==> config.mk <==
export PLATFORM = sky130hd
export DESIGN_NAME = aft_frame_trigger
export DESIGN_NICKNAME = d
export VERILOG_FILES = /design/src/core/aft_pkg.sv /design/src/core/aft_frame_trigger.sv /design/src/core/aft_word_buf.sv
export SDC_FILE = /design/constraint.sdc
export NUM_CORES = 1
export LEC_CHECK = 0
export BUFFER_PORTS_ARGS = -buffer_cell sky130_fd_sc_hd__buf_2
export CORE_MARGIN = 10
export CORE_UTILIZATION = 57
export DETAILED_ROUTE_END_ITERATION = 6
export GPL_TIMING_DRIVEN = 0
export PLACE_DENSITY = 0.79
export SLEW_MARGIN = 20
export SYNTH_ARGS = -nofsm -noshare
export SYNTH_HDL_FRONTEND = slang
export SYNTH_SLANG_ARGS = --single-unit
==> constraint.sdc <==
create_clock -name core_clk -period 2.4 [get_ports core_clk]
set_clock_uncertainty 0.05 [all_clocks]
set_input_delay 0.36 -clock core_clk [delete_from_list [all_inputs] [get_ports core_clk]]
set_output_delay 0.36 -clock core_clk [all_outputs]
set_load 0.05 [all_outputs]
==> src/core/aft_pkg.sv <==
// Constants, types and behaviour summary of the frame and sample trigger block
// Behaviour
// - Chip select high: output tristated, input and shift clock ignored.
// - Selected shift clock feeds conversion even while chip select is high.
// - Chip select fall clears edge counter, enables input, clock, output.
// - Frame sync high at chip select fall: cycle starts at that fall.
// - Frame sync low at chip select fall: cycle starts at next sync rise.
// - Extended mode: trigger fall starts sampling the selected channel.
// - Extended mode: trigger rise puts hold on and starts conversion.
// - Sampling lasts while trigger stays low; host keeps it low enough.
// - Trigger acts regardless of shift clock, chip select and frame sync.
// - Frame sync start clears edge counter, enables input, output, clock.
// - Serial input ignored after sixteen counted edges or chip select rise.
// - Ready pulls interrupt low; select fall, sync rise, trigger fall clear.
// - Normal sampling starts automatically after the fourth shift clock.
package aft_pkg;
    localparam int AFT_WORD_W = 16;
    localparam int AFT_CNT_W = 4;
    localparam logic [AFT_CNT_W-1:0] AFT_CNT_RST = 4'h0;
    localparam logic [AFT_CNT_W-1:0] AFT_CNT_LAST = 4'hF;
    localparam logic [AFT_CNT_W-1:0] AFT_SAMPLE_EDGE = 4'h3;
    localparam logic [AFT_WORD_W-1:0] AFT_WORD_RST = 16'h0000;
    localparam int AFT_BUF_DEPTH = 2;
    // Pin idle levels {trigger, data, clock, sync, select} for the syncs
    localparam logic [4:0] AFT_PIN_IDLE = 5'h1B;

    typedef enum logic [3:0] {
        AFT_IDLE = 4'b0001,
        AFT_WAIT_FS = 4'b0010,
        AFT_ACTIVE = 4'b0100,
        AFT_DONE = 4'b1000
    } aft_state_t;
endpackage

==> src/core/aft_frame_trigger.sv <==
// Frame start, serial gating and sample trigger control of the converter
`timescale 1ns/100ps
`default_nettype none
module aft_frame_trigger
    import aft_pkg::*;
(
    input wire logic core_clk,
    input wire logic srst,
    input wire logic cs_n,
    input wire logic frame_sync_in,
    input wire logic sclk,
    input wire logic serial_in,
    input wire logic sample_trigger_n,
    input wire logic extended_mode,
    input wire logic sclk_conv_sel,
    input wire logic data_ready,
    input wire logic [AFT_WORD_W-1:0] tx_word,
    output logic serial_out,
    output logic serial_out_oe,
    output logic cycle_start,
    output logic sample_start,
    output logic hold_convert,
    output logic sampling,
    output logic conv_clk_tick,
    output logic [AFT_CNT_W-1:0] edge_count,
    output logic int_n,
    output logic [AFT_WORD_W-1:0] rx_data,
    output logic rx_valid,
    input wire logic rx_ready
);
    logic [4:0] sync1;
    logic [4:0] sync2;
    logic [4:0] sync3;
    logic cs_s, fs_s, sclk_s, sdi_s, trig_s;
    logic cs_fall, cs_rise, fs_rise, sclk_rise, sclk_fall;
    logic trig_fall, trig_rise;
    aft_state_t state;
    logic any_fall;
    logic [AFT_WORD_W-1:0] tx_shift;
    logic [AFT_WORD_W-1:0] rx_shift;
    logic [AFT_WORD_W-1:0] rx_word;
    logic rx_pending;
    logic buf_ready;
    logic start_now;
    logic last_fall;

    // Three flops per pin; only the second stage and its delayed copy are read
    always_ff @(posedge core_clk) begin
        if (srst) begin
            sync1 <= AFT_PIN_IDLE;
            sync2 <= AFT_PIN_IDLE;
            sync3 <= AFT_PIN_IDLE;
        end else begin
            sync1 <= {sample_trigger_n, serial_in, sclk, frame_sync_in, cs_n};
            sync2 <= sync1;
            sync3 <= sync2;
        end
    end

    assign cs_s = sync2[0];
    assign fs_s = sync2[1];
    assign sclk_s = sync2[2];
    assign sdi_s = sync2[3];
    assign trig_s = sync2[4];
    assign cs_fall = sync3[0] && !cs_s;
    assign cs_rise = !sync3[0] && cs_s;
    assign fs_rise = !sync3[1] && fs_s;
    assign sclk_rise = !sync3[2] && sclk_s;
    assign sclk_fall = sync3[2] && !sclk_s;
    assign trig_fall = sync3[4] && !trig_s;
    assign trig_rise = !sync3[4] && trig_s;

    // A cycle begins on chip select fall with sync high, or on a later sync rise
    assign start_now = (cs_fall && fs_s)
        || (!cs_rise && fs_rise && (state == AFT_WAIT_FS));
    assign last_fall = (state == AFT_ACTIVE) && sclk_fall
        && (edge_count == AFT_CNT_LAST);

    // Frame state; chip select rise always wins and ends the frame
    always_ff @(posedge core_clk) begin
        if (srst) begin
            state <= AFT_IDLE;
        end else begin
            case (state)
                AFT_IDLE: begin
                    if (cs_fall) begin
                        state <= fs_s ? AFT_ACTIVE : AFT_WAIT_FS;
                    end
                end
                AFT_WAIT_FS: begin
                    if (cs_rise) begin
                        state <= AFT_IDLE;
                    end else if (fs_rise) begin
                        state <= AFT_ACTIVE;
                    end
                end
                AFT_ACTIVE: begin
                    if (cs_rise) begin
                        state <= AFT_IDLE;
                    end else if (last_fall) begin
                        state <= AFT_DONE;
                    end
                end
                AFT_DONE: begin
                    // A fresh sync rise restarts only once the word left
                    if (cs_rise) begin
                        state <= AFT_IDLE;
                    end else if (fs_rise && !rx_pending) begin
                        state <= AFT_ACTIVE;
                    end
                end
                default: begin
                    state <= AFT_IDLE;
                end
            endcase
        end
    end

    // Edge counter and the start strobe
    always_ff @(posedge core_clk) begin
        if (srst) begin
            edge_count <= AFT_CNT_RST;
            cycle_start <= 1'b0;
            any_fall <= 1'b0;
        end else begin
            cycle_start <= start_now
                || (state == AFT_DONE && fs_rise && !rx_pending && !cs_rise);
            if (cs_fall || start_now) begin
                edge_count <= AFT_CNT_RST;
                any_fall <= 1'b0;
            end else if (state == AFT_ACTIVE && sclk_fall) begin
                edge_count <= edge_count + 4'h1;
                any_fall <= 1'b1;
            end else if (state == AFT_DONE && fs_rise && !rx_pending) begin
                edge_count <= AFT_CNT_RST;
                any_fall <= 1'b0;
            end
        end
    end

    // Output driver: enabled from chip select fall until it rises again
    always_ff @(posedge core_clk) begin
        if (srst) begin
            serial_out_oe <= 1'b0;
        end else if (cs_rise) begin
            serial_out_oe <= 1'b0;
        end else if (cs_fall) begin
            serial_out_oe <= 1'b1;
        end
    end

    // Transmit shifter: MSB stands at start, next bit on each rise after a fall
    always_ff @(posedge core_clk) begin
        if (srst) begin
            serial_out <= 1'b0;
            tx_shift <= AFT_WORD_RST;
        end else if (cycle_start) begin
            serial_out <= tx_word[AFT_WORD_W-1];
            tx_shift <= {tx_word[AFT_WORD_W-2:0], 1'b0};
        end else if (state == AFT_ACTIVE && sclk_rise && any_fall) begin
            serial_out <= tx_shift[AFT_WORD_W-1];
            tx_shift <= {tx_shift[AFT_WORD_W-2:0], 1'b0};
        end
    end

    // Receive shifter latches on falls only while the frame is active
    always_ff @(posedge core_clk) begin
        if (srst) begin
            rx_shift <= AFT_WORD_RST;
            rx_word <= AFT_WORD_RST;
            rx_pending <= 1'b0;
        end else begin
            if (state == AFT_ACTIVE && sclk_fall) begin
                rx_shift <= {rx_shift[AFT_WORD_W-2:0], sdi_s};
            end
            if (last_fall) begin
                rx_word <= {rx_shift[AFT_WORD_W-2:0], sdi_s};
                rx_pending <= 1'b1;
            end else if (rx_pending && buf_ready) begin
                rx_pending <= 1'b0;
            end
        end
    end

    // A stalled receiver holds the word here instead of dropping it
    aft_word_buf u_buf (
        .core_clk(core_clk),
        .srst(srst),
        .in_data(rx_word),
        .in_valid(rx_pending),
        .in_ready(buf_ready),
        .out_data(rx_data),
        .out_valid(rx_valid),
        .out_ready(rx_ready)
    );

    // Sampling control; trigger ignores chip select, sync and shift clock
    always_ff @(posedge core_clk) begin
        if (srst) begin
            sample_start <= 1'b0;
            hold_convert <= 1'b0;
            sampling <= 1'b0;
        end else begin
            sample_start <= extended_mode ? trig_fall
                : (last_fall ? 1'b0 : (state == AFT_ACTIVE && sclk_fall
                && edge_count == AFT_SAMPLE_EDGE));
            hold_convert <= extended_mode && trig_rise && sampling;
            if (!extended_mode) begin
                sampling <= 1'b0;
            end else if (trig_fall) begin
                sampling <= 1'b1;
            end else if (trig_rise) begin
                sampling <= 1'b0;
            end
        end
    end

    // Conversion tick from shift clock, independent of chip select
    always_ff @(posedge core_clk) begin
        if (srst) begin
            conv_clk_tick <= 1'b0;
        end else begin
            conv_clk_tick <= sclk_conv_sel && sclk_rise;
        end
    end

    // Interrupt: a new data ready wins over a clear in the same cycle
    always_ff @(posedge core_clk) begin
        if (srst) begin
            int_n <= 1'b1;
        end else if (data_ready) begin
            int_n <= 1'b0;
        end else if (cs_fall || fs_rise || trig_fall) begin
            int_n <= 1'b1;
        end
    end
endmodule
`default_nettype wire

==> src/core/aft_word_buf.sv <==
// Two-entry word buffer with valid and ready on both sides
`timescale 1ns/100ps
`default_nettype none
module aft_word_buf
    import aft_pkg::*;
(
    input wire logic core_clk,
    input wire logic srst,
    input wire logic [AFT_WORD_W-1:0] in_data,
    input wire logic in_valid,
    output logic in_ready,
    output logic [AFT_WORD_W-1:0] out_data,
    output logic out_valid,
    input wire logic out_ready
);
    logic [AFT_WORD_W-1:0] skid_data;
    logic skid_valid;
    logic push;
    logic head_free;

    // Head entry drives the outputs from flops; the skid entry catches
    // a word that arrives while the receiver stalls
    assign push = in_valid && in_ready;
    assign head_free = !out_valid || out_ready;
    assign in_ready = !skid_valid;

    // Head and skid entries; skid always drains into the head first
    always_ff @(posedge core_clk) begin
        if (srst) begin
            out_data <= AFT_WORD_RST;
            out_valid <= 1'b0;
            skid_data <= AFT_WORD_RST;
            skid_valid <= 1'b0;
        end else if (head_free) begin
            if (skid_valid) begin
                out_data <= skid_data;
                out_valid <= 1'b1;
                skid_valid <= 1'b0;
            end else begin
                out_valid <= push;
                if (push) begin
                    out_data <= in_data;
                end
            end
        end else if (push) begin
            skid_data <= in_data;
            skid_valid <= 1'b1;
        end
    end
endmodule
`default_nettype wire

==> impl_results.md <==
* Status: finished clean
* DP Area at 4778 µm²
* Worst-Skew Late Latency at 0.37 ns
* Port Buffers at 54
* Syn_nets at 498
* Io pins at 56
* Maxcap violations at 0
* Area share of the largest cell type after synthesis at 51.14%
* Diodes inserted at 0
* CTS Hold Bufs at 0
* Post-layout min period at 2.129 ns
* End of the critical path: tx_shift[9]$_SDFFE_PP0P_
* Hold Path Class: in -> reg
* # H-tree levels at 3
* Worst-Margin Slew at 0.5485 ns
* Crit start category: flip-flop
* CTS buffer count at 9
* Total global-route track usage at 15.72%
* FF/Latch Area at 2242 µm²
* CTS tree: yes
* CP Launch Point: state[2]$_SDFFE_PP0P_
* Setup bufs post-CTS at 0
* Rel. slew slack at 63.43%
* Largest net degree at the start of global routing at 20
* Finished Cell Area at 4959 µm²
* Final net count at 563
* GR Overflow Total at 0
* Die area at 11600 µm²
* Critical path endpoint category: flip-flop
* CP Data Arrival Time at 2.33 ns
* Final period util at 88.70%
* First-pass GRT wire length at 15000 µm
* Sequential area share after synthesis at 51.14%
* Initial Util at 59.49%
* Finished Layout Cells at 637
* Leak pwr at 1.985 nW
* Antenna violations before repair at 0
* Slew Viols, Final at 0
* Post-Syn Instances at 468
* YS warnings at 0
* Clock-pin slew on the worst setup and hold paths at 0.10 ns
* FF-to-FF End: tx_shift[9]$_SDFFE_PP0P_
* Fmax at 469.7 MHz
* Most common cell after layout, fill and taps aside: dfxtp_1
* Number of synthesized flops with an enable pin at 0
* Worst VDD drop at 0.3797 mV
* WL final at 8993 µm
* Avg WL per Cell at 14.12 µm
* Filler instances at 613
* Fin Setup TNS at 0 ns
* Hold Crit Depth at 2
* Layout cells sized above 1 at 18.40%
* Iter 0 DRT Violations at 171
* Ys async rst share at 0%
* Reg2reg path depth at 7
* GP Congestion at 0.8280
* Synth area leader: dfxtp_1
* Post-CTS sizing at 0
* DP HPWL at 6839 µm
* Clock root buffer: clkbuf_8
* Synth Area per Inst at 9.368 µm²
* Power Dens Cells at 643.8 nW/µm²
* DRC Markers at 0
* Die span in x at 107.7 µm
* FF+latch count, synth at 112
* Final Hold Vio Count at 0
* Clock sinks at 112
* Final setup fails at 0
* Multi-input gate area at 1992 µm²
* Core Box Area at 7370 µm²
* Worst EP required at 2.60 ns
* CP Class: reg -> reg
* Ranking of synthesized cells by area: dfxtp_1 (51%), mux2i_1 (11%), nand2_1 (5.7%), nor2_1 (5.5%), a21oi_1 (4.7%)
* Main flop type after synthesis: dfxtp_1
* Flop2flop setup slack at 0.27 ns
* Num rows at 31
* Number of global-route vias before repair at 3253
* Max FO, Critical Path at 10
* Area grow syn2layout at 13.10%
* Netlist cell types at 42
* Antenna Nets Post-Route at 0
* Pre-antenna DRT Iters at 4
* DR vias at 3342
* Most frequent cells in the layout: dfxtp_1 (112), nand2_1 (67), nor2_1 (64), buf_2 (60), mux2i_1 (49)
* Reg-to-Reg Start: state[2]$_SDFFE_PP0P_
* RSZ-0062 raised after global routing: no
* # placed instances at 621
* Vias per cell at 5.246
* Mapped Area at 4384 µm²
* Die H at 107.7 µm
* Max clock buf depth at 2
[sequential cells by signal (all words and copies together), names as in the netlist, 4 cells and up]
register,flops
tx_shift,15
rx_word,16
rx_shift,15
edge_count,4
u_buf.out_data,16
sync1,5
sync3,4
sync2,5
u_buf.skid_data,16
state,4
[worst min path at each step]
stage / startpoint / to / slack (ns)
detailed placement: sync1[3]$_SDFF_PP1_ / sync2[3]$_SDFF_PP1_ / 0.34
floorplan: sync1[0]$_SDFF_PP1_ / sync2[0]$_SDFF_PP1_ / 0.34
global route: frame_sync_in / sync1[1]$_SDFF_PP1_ / 0.10
finish: sample_trigger_n / sync1[4]$_SDFF_PP1_ / 0.12
CTS: frame_sync_in / sync1[1]$_SDFF_PP1_ / 0.11
global placement: sync1[3]$_SDFF_PP1_ / sync2[3]$_SDFF_PP1_ / 0.34
[synthesized netlist by cell type (all sizes together) (4+ instances only)]
library cell,number
nand2,67
inv,4
nor3,6
clkbuf,18
or2,12
a21oi,41
dfxtp,112
o21ai,4
mux2,15
nand2b,6
buf,11
a211oi,20
nor2b,9
mux2i,49
nor2,64
[where the power goes]
| part | switching [mW] | leakage, nW | total (mW) | internal [mW] |
|---|---|---|---|---|
| registers | 0.0398 | 0.906 | 1.93 | 1.89 |
| logic | 0.139 | 0.989 | 0.243 | 0.105 |
| clock network | 0.630 | 0.0898 | 1.02 | 0.387 |
| total | 0.809 | 1.98 | 3.19 | 2.38 |
[layer usage]
metal | vias up | share of wire, % | global-route usage, %
met3 | 13 | 6.3 | 4.311
li1 | 1718 | - | -
met5 | - | 0 | 0
met1 | 1541 | 46 | 19.87
met4 | 0 | 1.8 | 5.916
met2 | 70 | 46 | 24.93
[cell type report]
cell class                 count  area share, %
buffer                        29          2.725
clock buffer                   9          2.498
clock inverter                 7          1.136
inverter                       4         0.3028
multi-input combinational    323          40.17
sequential                   112          45.22
tap                           99          2.498
timing repair buffer          54          5.450
[critical path: stages (launching register included)]
cell	delay (ns)
dfxtp_1	0.47
nor4b_4	0.33
and4b_1	0.28
buf_4	0.18
buf_6	0.16
mux2_1	0.33
mux2i_1	0.14
nor2_1	0.06
[through the flow]
step                      util [%]  setup WS [ns]  total power, mW  hold slack (ns)
after floorplan                  -         0.5898            2.143           0.3395
after global placement       64.84         0.3787            2.205           0.3419
after detailed placement     64.84         0.2815            2.215           0.3428
after CTS                    67.28         0.2631            3.208           0.1084
after global routing         67.28         0.1504            3.330           0.1029
final                        67.28         0.2712            3.192           0.1200
[cells by family (layout without fill, tap and decap cells)]
group | Yosys count | count (layout) | synth area share (%)
AO/OA/AOI/OAI | 71 | 71 | 9.646
XOR/XNOR | 1 | 1 | 0.1998
adder cells (fa/ha/maj) | 3 | 3 | 0.8563
buffers and inverters | 33 | 103 | 3.425
flip-flops | 112 | 112 | 51.14
multiplexers | 64 | 64 | 15.04
AND/OR/NAND/NOR | 184 | 184 | 19.69
(Power assumes the default switching activity.)
